File: src/hw/adc_cfg_defs.svh
// Offsets, field positions, reset values and timing counts of the converter control slice.
`ifndef ADC_CFG_DEFS_SVH
`define ADC_CFG_DEFS_SVH
// Register indices; the byte address on the bus is four times the index.
`define IDX_REF_CTRL 6'h02
`define IDX_TRIG_CTRL 6'h03
`define IDX_CLK_DIV 6'h04
`define IDX_INT_FLAG 6'h06
`define IDX_BYTE_LATCH 6'h07
`define IDX_SAMPLE 6'h08
`define IDX_TRIM_LO 6'h0C
`define IDX_TRIM_HI 6'h0D
`define IDX_RESULT_LO 6'h10
`define IDX_RESULT_HI 6'h11
// Field positions.
`define REF_SEL_MSB 6
`define REF_SEL_LSB 4
`define BANDGAP_BIT 1
`define THERMAL_BIT 0
`define TRIG_SEL_MSB 5
`define TRIG_SEL_LSB 3
`define TRIG_ACT_MSB 2
`define TRIG_ACT_LSB 0
`define DONE_FLAG_BIT 0
// Reset values.
`define CLK_DIV_RESET 3'h2
`define BYTE_RESET 8'h00
// Converter half clock periods spent converting after sampling ends.
`define CONV_HALVES 6'h18
`endif

File: src/hw/adc_cfg_pkg.sv
// Types shared by the converter control slice.
package adc_cfg_pkg;
	typedef enum logic [2:0] {
		internal_one_volt_ref = 3'h0,
		supply_div_1p6_ref = 3'h1,
		external_ref_pin_a = 3'h2,
		external_ref_pin_d = 3'h3,
		supply_half_ref = 3'h4
	} ref_sel_t;
	typedef enum logic [2:0] {
		act_none = 3'h0,
		act_start = 3'h1,
		flush_restart_action = 3'h6
	} trig_act_t;
	typedef enum {st_idle, st_sample, st_convert} conv_state_t;
endpackage

File: src/hw/adc_config_event_trigger.sv
// Converter reference, trigger, prescaler, flag, byte latch, sample time and trim registers.
//
// The APB interface to the registers was decided locally.
`timescale 1ns/10ps
`include "adc_cfg_defs.svh"
module adc_config_event_trigger (
	input wire logic pclk,
	input wire logic presetn,
	input wire logic psel,
	input wire logic penable,
	input wire logic pwrite,
	input wire logic [7:0] paddr,
	input wire logic [31:0] pwdata,
	output logic [31:0] prdata,
	output logic pready,
	output logic pslverr,
	input wire logic [7:0] event_in,
	input wire logic compare_mode,
	input wire logic compare_met,
	input wire logic vector_ack,
	input wire logic [15:0] result_value,
	output adc_cfg_pkg::ref_sel_t reference_select,
	output logic bandgap_enable,
	output logic thermal_sensor_enable,
	output logic [11:0] trim_value,
	output logic conversion_done_flag,
	output logic adc_clk,
	output logic sampling,
	output logic converting,
	output logic conv_done,
	output logic flush_pulse
);
	import adc_cfg_pkg::*;

	logic [2:0] ref_sel;
	logic [2:0] trig_sel;
	logic [2:0] trig_act;
	logic [2:0] presc;
	logic [7:0] byte_latch;
	logic [5:0] sample_time_value;
	logic [8:0] div_cnt;
	logic [5:0] half_cnt;
	logic pending;
	logic err_q;
	conv_state_t state;

	// True when a word index names a register of this slice.
	function automatic logic is_mapped(input logic [5:0] i);
		is_mapped = (i == `IDX_REF_CTRL) || (i == `IDX_TRIG_CTRL) || (i == `IDX_CLK_DIV) ||
			(i == `IDX_INT_FLAG) || (i == `IDX_BYTE_LATCH) || (i == `IDX_SAMPLE) ||
			(i == `IDX_TRIM_LO) || (i == `IDX_TRIM_HI) || (i == `IDX_RESULT_LO) ||
			(i == `IDX_RESULT_HI);
	endfunction

	// Bus decode; only whole aligned words are mapped.
	wire [5:0] idx = paddr[7:2];
	wire hit = is_mapped(idx) && (paddr[1:0] == 2'h0);
	wire setup = psel & ~penable;
	wire done_xfer = psel & penable;
	wire wr = done_xfer & pwrite & ~err_q;
	wire rd = done_xfer & ~pwrite & ~err_q;
	wire [7:0] wb = pwdata[7:0];
	wire wr_ref = wr && (idx == `IDX_REF_CTRL);
	wire wr_trig = wr && (idx == `IDX_TRIG_CTRL);
	wire wr_div = wr && (idx == `IDX_CLK_DIV);
	wire wr_flag = wr && (idx == `IDX_INT_FLAG);
	wire wr_latch = wr && (idx == `IDX_BYTE_LATCH);
	wire wr_samp = wr && (idx == `IDX_SAMPLE);
	wire wr_trim_lo = wr && (idx == `IDX_TRIM_LO);
	wire wr_trim_hi = wr && (idx == `IDX_TRIM_HI);
	wire rd_trim_lo = rd && (idx == `IDX_TRIM_LO);
	wire rd_res_lo = rd && (idx == `IDX_RESULT_LO);

	// Read mux; reserved bits and unmapped words read zero.
	wire [7:0] ref_byte = {1'b0, ref_sel, 2'b00, bandgap_enable, thermal_sensor_enable};
	wire [7:0] read_byte =
		(idx == `IDX_REF_CTRL) ? ref_byte :
		(idx == `IDX_TRIG_CTRL) ? {2'b00, trig_sel, trig_act} :
		(idx == `IDX_CLK_DIV) ? {5'h00, presc} :
		(idx == `IDX_INT_FLAG) ? {7'h00, conversion_done_flag} :
		(idx == `IDX_BYTE_LATCH) ? byte_latch :
		(idx == `IDX_SAMPLE) ? {2'b00, sample_time_value} :
		(idx == `IDX_TRIM_LO) ? trim_value[7:0] :
		(idx == `IDX_RESULT_LO) ? result_value[7:0] :
		((idx == `IDX_TRIM_HI) || (idx == `IDX_RESULT_HI)) ? byte_latch :
		8'h00;

	// Zero-wait slave: data and error are captured in setup, so the access phase ends at once.
	// Read side effects such as the latch capture still wait for the access edge, so a
	// refused or abandoned setup never disturbs the latch.
	assign pready = 1'b1;
	assign pslverr = done_xfer & err_q;
	always_ff @(posedge pclk or negedge presetn) begin
		if (!presetn) begin
			prdata <= 32'h0000_0000;
			err_q <= 1'b0;
		end else if (setup) begin
			prdata <= {24'h00_0000, (hit ? read_byte : 8'h00)};
			err_q <= ~hit;
		end
	end

	// Configuration registers; only defined fields are stored.
	always_ff @(posedge pclk or negedge presetn) begin
		if (!presetn) begin
			ref_sel <= 3'h0;
			bandgap_enable <= 1'b0;
			thermal_sensor_enable <= 1'b0;
			trig_sel <= 3'h0;
			trig_act <= 3'h0;
			presc <= `CLK_DIV_RESET;
			sample_time_value <= 6'h00;
			trim_value <= 12'h000;
		end else begin
			if (wr_ref) begin
				ref_sel <= wb[`REF_SEL_MSB:`REF_SEL_LSB];
				bandgap_enable <= wb[`BANDGAP_BIT];
				thermal_sensor_enable <= wb[`THERMAL_BIT];
			end
			if (wr_trig) begin
				trig_sel <= wb[`TRIG_SEL_MSB:`TRIG_SEL_LSB];
				trig_act <= wb[`TRIG_ACT_MSB:`TRIG_ACT_LSB];
			end
			if (wr_div)
				presc <= wb[2:0];
			if (wr_samp)
				sample_time_value <= wb[5:0];
			if (wr_trim_lo)
				trim_value[7:0] <= wb;
			if (wr_trim_hi)
				trim_value[11:8] <= wb[3:0];
		end
	end
	// Reserved reference codes pass through as stored; the analog side treats them as off.
	assign reference_select = ref_sel_t'(ref_sel);

	// Byte latch: software access, or high byte capture on a low byte read.
	// A software write would win over a capture, but both cannot fall in one transfer,
	// since a single access is either a read or a write.
	always_ff @(posedge pclk or negedge presetn) begin
		if (!presetn)
			byte_latch <= `BYTE_RESET;
		else if (wr_latch)
			byte_latch <= wb;
		else if (rd_trim_lo)
			byte_latch <= {4'h0, trim_value[11:8]};
		else if (rd_res_lo)
			byte_latch <= result_value[15:8];
	end

	// Event decode; reserved action codes behave as none.
	wire trig_hit = event_in[trig_sel];
	wire start_req = (trig_act == act_start) && trig_hit;
	wire flush_req = (trig_act == flush_restart_action) && trig_hit;

	// Prescaler: a half period is div/2 clocks; flush restarts it from zero.
	// The end test is a compare of at least, not equality, so that a smaller divider written
	// while the counter stands above its new end point takes effect at once instead of
	// running the counter all the way round first.
	wire [9:0] half_len = 10'h002 << presc;
	wire [8:0] half_last = 9'(half_len - 10'h001);
	wire half_tick = (div_cnt >= half_last);
	always_ff @(posedge pclk or negedge presetn) begin
		if (!presetn) begin
			div_cnt <= 9'h000;
			adc_clk <= 1'b0;
		end else if (flush_req) begin
			div_cnt <= 9'h000;
			adc_clk <= 1'b0;
		end else if (half_tick) begin
			div_cnt <= 9'h000;
			adc_clk <= ~adc_clk;
		end else begin
			div_cnt <= 9'(div_cnt + 9'h001);
		end
	end

	// Conversion sequencer: sample, then convert, counted in converter half periods.
	// Counting starts at the prescaler phase in force when the trigger lands, so the first
	// sampling half period may be short by up to one half period less one clock.
	wire samp_end = (state == st_sample) && half_tick && (half_cnt == sample_time_value);
	wire conv_end = (state == st_convert) && half_tick &&
		(half_cnt == 6'(`CONV_HALVES - 6'h01));
	always_ff @(posedge pclk or negedge presetn) begin
		if (!presetn) begin
			state <= st_idle;
			half_cnt <= 6'h00;
		end else if (flush_req) begin
			state <= st_sample;
			half_cnt <= 6'h00;
		end else begin
			unique case (state)
				st_idle: begin
					if (start_req || pending) begin
						state <= st_sample;
						half_cnt <= 6'h00;
					end
				end
				st_sample: begin
					if (samp_end) begin
						state <= st_convert;
						half_cnt <= 6'h00;
					end else if (half_tick) begin
						half_cnt <= 6'(half_cnt + 6'h01);
					end
				end
				st_convert: begin
					if (conv_end) begin
						state <= pending ? st_sample : st_idle;
						half_cnt <= 6'h00;
					end else if (half_tick) begin
						half_cnt <= 6'(half_cnt + 6'h01);
					end
				end
			endcase
		end
	end

	// A trigger that lands while busy waits; a flush leaves it waiting so it resumes after.
	// Only one trigger is remembered: further triggers while one waits merge into it.
	// Software that wants a clean flush must make sure that no trigger is waiting first.
	wire take_pending = ~flush_req & pending & ((state == st_idle) | conv_end);
	wire hold_start = start_req & (state != st_idle);
	always_ff @(posedge pclk or negedge presetn) begin
		if (!presetn)
			pending <= 1'b0;
		else if (hold_start)
			pending <= 1'b1;
		else if (take_pending)
			pending <= 1'b0;
	end

	// Status outputs and the one-cycle strobes.
	always_ff @(posedge pclk or negedge presetn) begin
		if (!presetn) begin
			conv_done <= 1'b0;
			flush_pulse <= 1'b0;
		end else begin
			conv_done <= conv_end & ~flush_req;
			flush_pulse <= flush_req;
		end
	end
	assign sampling = (state == st_sample);
	assign converting = (state == st_convert);

	// Done flag: the set wins over both clears so no completion is lost.
	// A completion that coincides with the vector or a clearing write is thus seen again
	// by software, at the cost of one extra interrupt entry.
	wire flag_set = compare_mode ? compare_met : conv_done;
	wire flag_clr = (wr_flag & wb[`DONE_FLAG_BIT]) | vector_ack;
	always_ff @(posedge pclk or negedge presetn) begin
		if (!presetn)
			conversion_done_flag <= 1'b0;
		else if (flag_set)
			conversion_done_flag <= 1'b1;
		else if (flag_clr)
			conversion_done_flag <= 1'b0;
	end
endmodule // adc_config_event_trigger
File: config.mk
export PLATFORM = sky130hd
export DESIGN_NAME = adc_config_event_trigger
export DESIGN_NICKNAME = d
export VERILOG_FILES = /design/src/hw/adc_cfg_pkg.sv /design/src/hw/adc_config_event_trigger.sv
export VERILOG_INCLUDE_DIRS = /design/src /design/src/hw
export SDC_FILE = /design/constraint.sdc
export NUM_CORES = 1
export LEC_CHECK = 0
export ABC_AREA = 1
export ABC_CLOCK_PERIOD_IN_PS = 3800
export BUFFER_PORTS_ARGS = -buffer_cell sky130_fd_sc_hd__clkbuf_2
export CAP_MARGIN = 0
export CORE_MARGIN = 10
export CORE_UTILIZATION = 25
export CTS_CLUSTER_SIZE = 16
export DETAILED_ROUTE_END_ITERATION = 16
export HOLD_SLACK_MARGIN = 0.06
export PLACE_DENSITY = 0.5
export SYNTH_ARGS = -nofsm -noshare
export SYNTH_HDL_FRONTEND = slang
export SYNTH_SLANG_ARGS = --single-unit
export TNS_END_PERCENT = 10
File: constraint.sdc
create_clock -name pclk -period 3.8 [get_ports pclk]
set_clock_uncertainty 0.05 [all_clocks]
set_input_delay 0.76 -clock pclk [delete_from_list [all_inputs] [get_ports pclk]]
set_output_delay 0.76 -clock pclk [all_outputs]
set_load 0.05 [all_outputs]
==> summary.md <==
| Metric | Value |
|---|---|
| Multi-input logic area | `0.00212 mm^2` |
| Final period utilization | `0.682` |
| Setup ws final | `about 1200 ps` |
| Vias in the first global route | `between 3000 and 4000` |
| Pre-CTS setup slack | `~1200 ps` |
| Sequential share of power | `0.379` |
| Port buffer count | `79` |
| Psw | `between 0.0008 and 0.0009 W` |
| Top cells by area, synth | `dfrtp_1, nand2_1, inv_1, o21ai_0, buf_4` |
| Post-CTS Resized | `0` |
| Die height | `152 um` |
| Logic pwr share | `0.289` |
| Setup TNS | `0 ps` |
| First-pass GRT wire length | `approximately 22000 um` |
| Clock Path Buffers | `2` |
| RSZ-0062 raised after global routing | `no` |
| Crit-path max FO | `13` |
| Top-count cell post-synth | `nand2_1` |
| Post-layout power | `0.00235 W` |
| Reg clk slew, reported paths | `60 ps` |
| DRC Markers | `0` |
| Top FF cell, synth | `dfrtp_1` |
| Switch share | `0.363` |
| Hold Vio Cnt, Final | `0` |
| TritonCTS clock tree | `yes` |
| Share of layout cells above drive strength 1 | `0.179` |
| Largest net degree at the start of global routing | `72` |
| Post-route ant nets | `0` |
| Antenna cells | `0` |
| Post-CTS setup buffer count | `0` |
| Area growth from synthesis to layout | `18.4%` |
| Post-DR wirelength/cell | `~15 um` |
| FILL cells | `1914` |
| CTS H-tree lvls | `3` |
| I/O Pins | `roughly 130` |
| Post-synth top area cell | `dfrtp_1` |
| #FFs+latches synth | `71` |
| Post-route minimum period | `2590 ps` |
| Post-synth EDFFs | `0` |
| Syn_area_per_cell | `roughly 7.3 um^2` |
| CP Launch Type | `flop` |
| Top post-synthesis cells by count | `nand2_1, inv_1, dfrtp_1` |
| Seq/Total Area, Yosys | `0.406` |
| Placer Congestion | `0.801` |
| Die Footprint | `0.0232 mm^2` |
| Status | `complete, no violations` |
| CP max stage delay | `~600 ps` |
| Cell Area, Synth | `0.00437 mm^2` |
| Dpl cells | `891` |
| Top cell by count, worst path | `nand2_1` |
| CTS root buf | `clkbuf_16` |
| Slew Viols, Final | `0` |
| Internal | `around 0.0015 W` |
| Max-cap violations | `0` |
| Ys Warns | `0` |
| Final Setup Violations | `0` |
| Total number of vias | `3963` |
| Critical Path, Cell by Cell | `o21ai_0 -> ha_1 -> nand2_1 -> nor2_1 -> nand3_1 -> nand3_1 -> nand2_1 -> nand2_1 -> nand2_2 -> nand2_1 -> nand2_1 -> nand2_1 -> nand2_1` |
| Clock Latency Late Sink | `340 ps` |
| Non-Filler Instances | `905` |
| Final wirelength | `13200 um` |
| PD cells | `454 mW/mm^2` |
| CP endpoint kind | `flop` |
| Critical setup path kind | `flop to flop` |
| VDD IR max | `195 uV` |
| Leak | `2.78 nW` |
| Critical Path AT | `~2800 ps` |
| Sequential cell area | `0.00178 mm^2` |
| Crit-path slowest cell | `dfstp_2` |
| Async set or reset register ratio after synthesis | `1.00` |
| Antenna violations before repair | `0` |
| Worst hold margin | `421 ps` |
| FMAX | `between 0.3 and 0.4 GHz` |
| CTS buffer count | `9` |
| CTS Sinks | `just over 70` |
| Final net count | `762` |
| Initial Util | `0.254` |
| Global Route Usage Sum | `0.114` |
| Die Span X | `152 um` |
| Gate Count Post-Synth | `between 500 and 600` |
| CP required | `3980 ps` |
| Clk pwr share | `0.332` |
| Synth top area share | `0.400` |
| Std cell rows | `between 40 and 50` |
| Worst slew pin tran | `926 ps` |
| Detail Placement HPWL | `10300 um` |
| CORE AREA | `0.0172 mm^2` |
| Vias per Instance | `4.38` |
| Post-CTS Hold Buffers | `0` |
| First-pass DRT Iterations | `5` |
| HP Class | `flop to flop` |
| Netlist cell types | `45` |
| Gr ovfl total | `0` |
| Worst slew margin | `0.383` |
| First-iteration detailed-routing DRC count | `about 300` |
[metal layers]
layer / vias to the layer above / GRT usage / wire (um)
met5: - / 0 / 0
met4: 0 / 0.0348 / 171
met3: 11 / 0.0398 / 984
met2: 113 / 0.161 / 5620
met1: 1796 / 0.157 / 6400
li1: 2043 / - / -
[flip-flops by register name, indices dropped and copies added (netlist names), 3 cells and up]
| name | count |
|---|---|
| half_cnt | 6 |
| trig_sel | 3 |
| prdata | 8 |
| reference_select | 3 |
| trim_value | 12 |
| trig_act | 3 |
| sample_time_value | 6 |
| div_cnt | 9 |
| presc | 3 |
| byte_latch | 8 |
[worst paths after layout]
check	startpoint	slack, ps	cells after the start	to
worst max-delay path	presc[1]	1210	13	state[1]
worst min-delay path	adc_clk	420	1	adc_clk
worst max register to register	presc[1]	1210	13	state[1]
worst min register to register	adc_clk	420	1	adc_clk
max in group asynchronous	presetn	2580	1	prdata[2]
min in group asynchronous	presetn	500	1	trim_value[11]
[power groups by stage]
stage / clock (W) / sequential, W / combinational, W
global route: 0.000837 / 0.000902 / 0.000774
detailed placement: 0 / 0.000903 / 0.000686
CTS: 0.000802 / 0.000891 / 0.000688
global placement: 0 / 0.000908 / 0.000680
floorplan: 0 / 0.000911 / 0.000509
finish: 0.000780 / 0.000890 / 0.000680
[cell usage in the layout (no fill, tap or decap), types with 2 or more instances in the layout]
cell	n
conb_1	26
nand3_2	2
nand2_1	163
nor2_1	44
inv_1	78
a21oi_1	26
clkbuf_16	9
clkbuf_8	2
ha_1	13
nand3_1	31
nand4_1	16
o22ai_1	5
nand2_2	4
o221ai_1	5
o211ai_1	4
clkbuf_1	2
dfrtp_1	70
o21ai_0	49
or2_2	3
nor2_2	4
nor3_1	8
clkbuf_2	78
xor2_1	5
inv_2	9
[cells by family after synthesis]
| group | synth area share |
|---|---|
| and+or+nand+nor | 0.283 |
| buffers and inverters | 0.128 |
| AOI/OAI and AO/OA | 0.126 |
| DFF | 0.406 |
| adders and majority gates | 0.0372 |
| xor gates and xnor gates | 0.0120 |
| other | 0.00172 |
| muxes | 0.00486 |
[worst max-delay path: cells and delay by family (launching register included)]
family	cells	cell delay, ps
DFF	1	600
adders and majority gates	1	290
AOI/OAI and AO/OA	1	100
and+or+nand+nor	11	1440
[stage by stage]
step / utilization / cell area, um^2
2_1_floorplan: - / 4460
3_3_place_gp: 0.285 / 4910
3_5_place_dp: 0.285 / 4910
4_1_cts: 0.300 / 5180
5_1_grt: 0.300 / 5180
6_report: 0.300 / 5180
[area by class of cell]
type                    count  area share
clock buffers              13      0.0503
well taps                 225      0.0544
inverters                  88      0.0638
multi-input cells         428       0.410
flip-flops and latches     71       0.343
clock inverters             1    0.000967
repair buffers             79      0.0768
(Power assumes the default switching activity.)
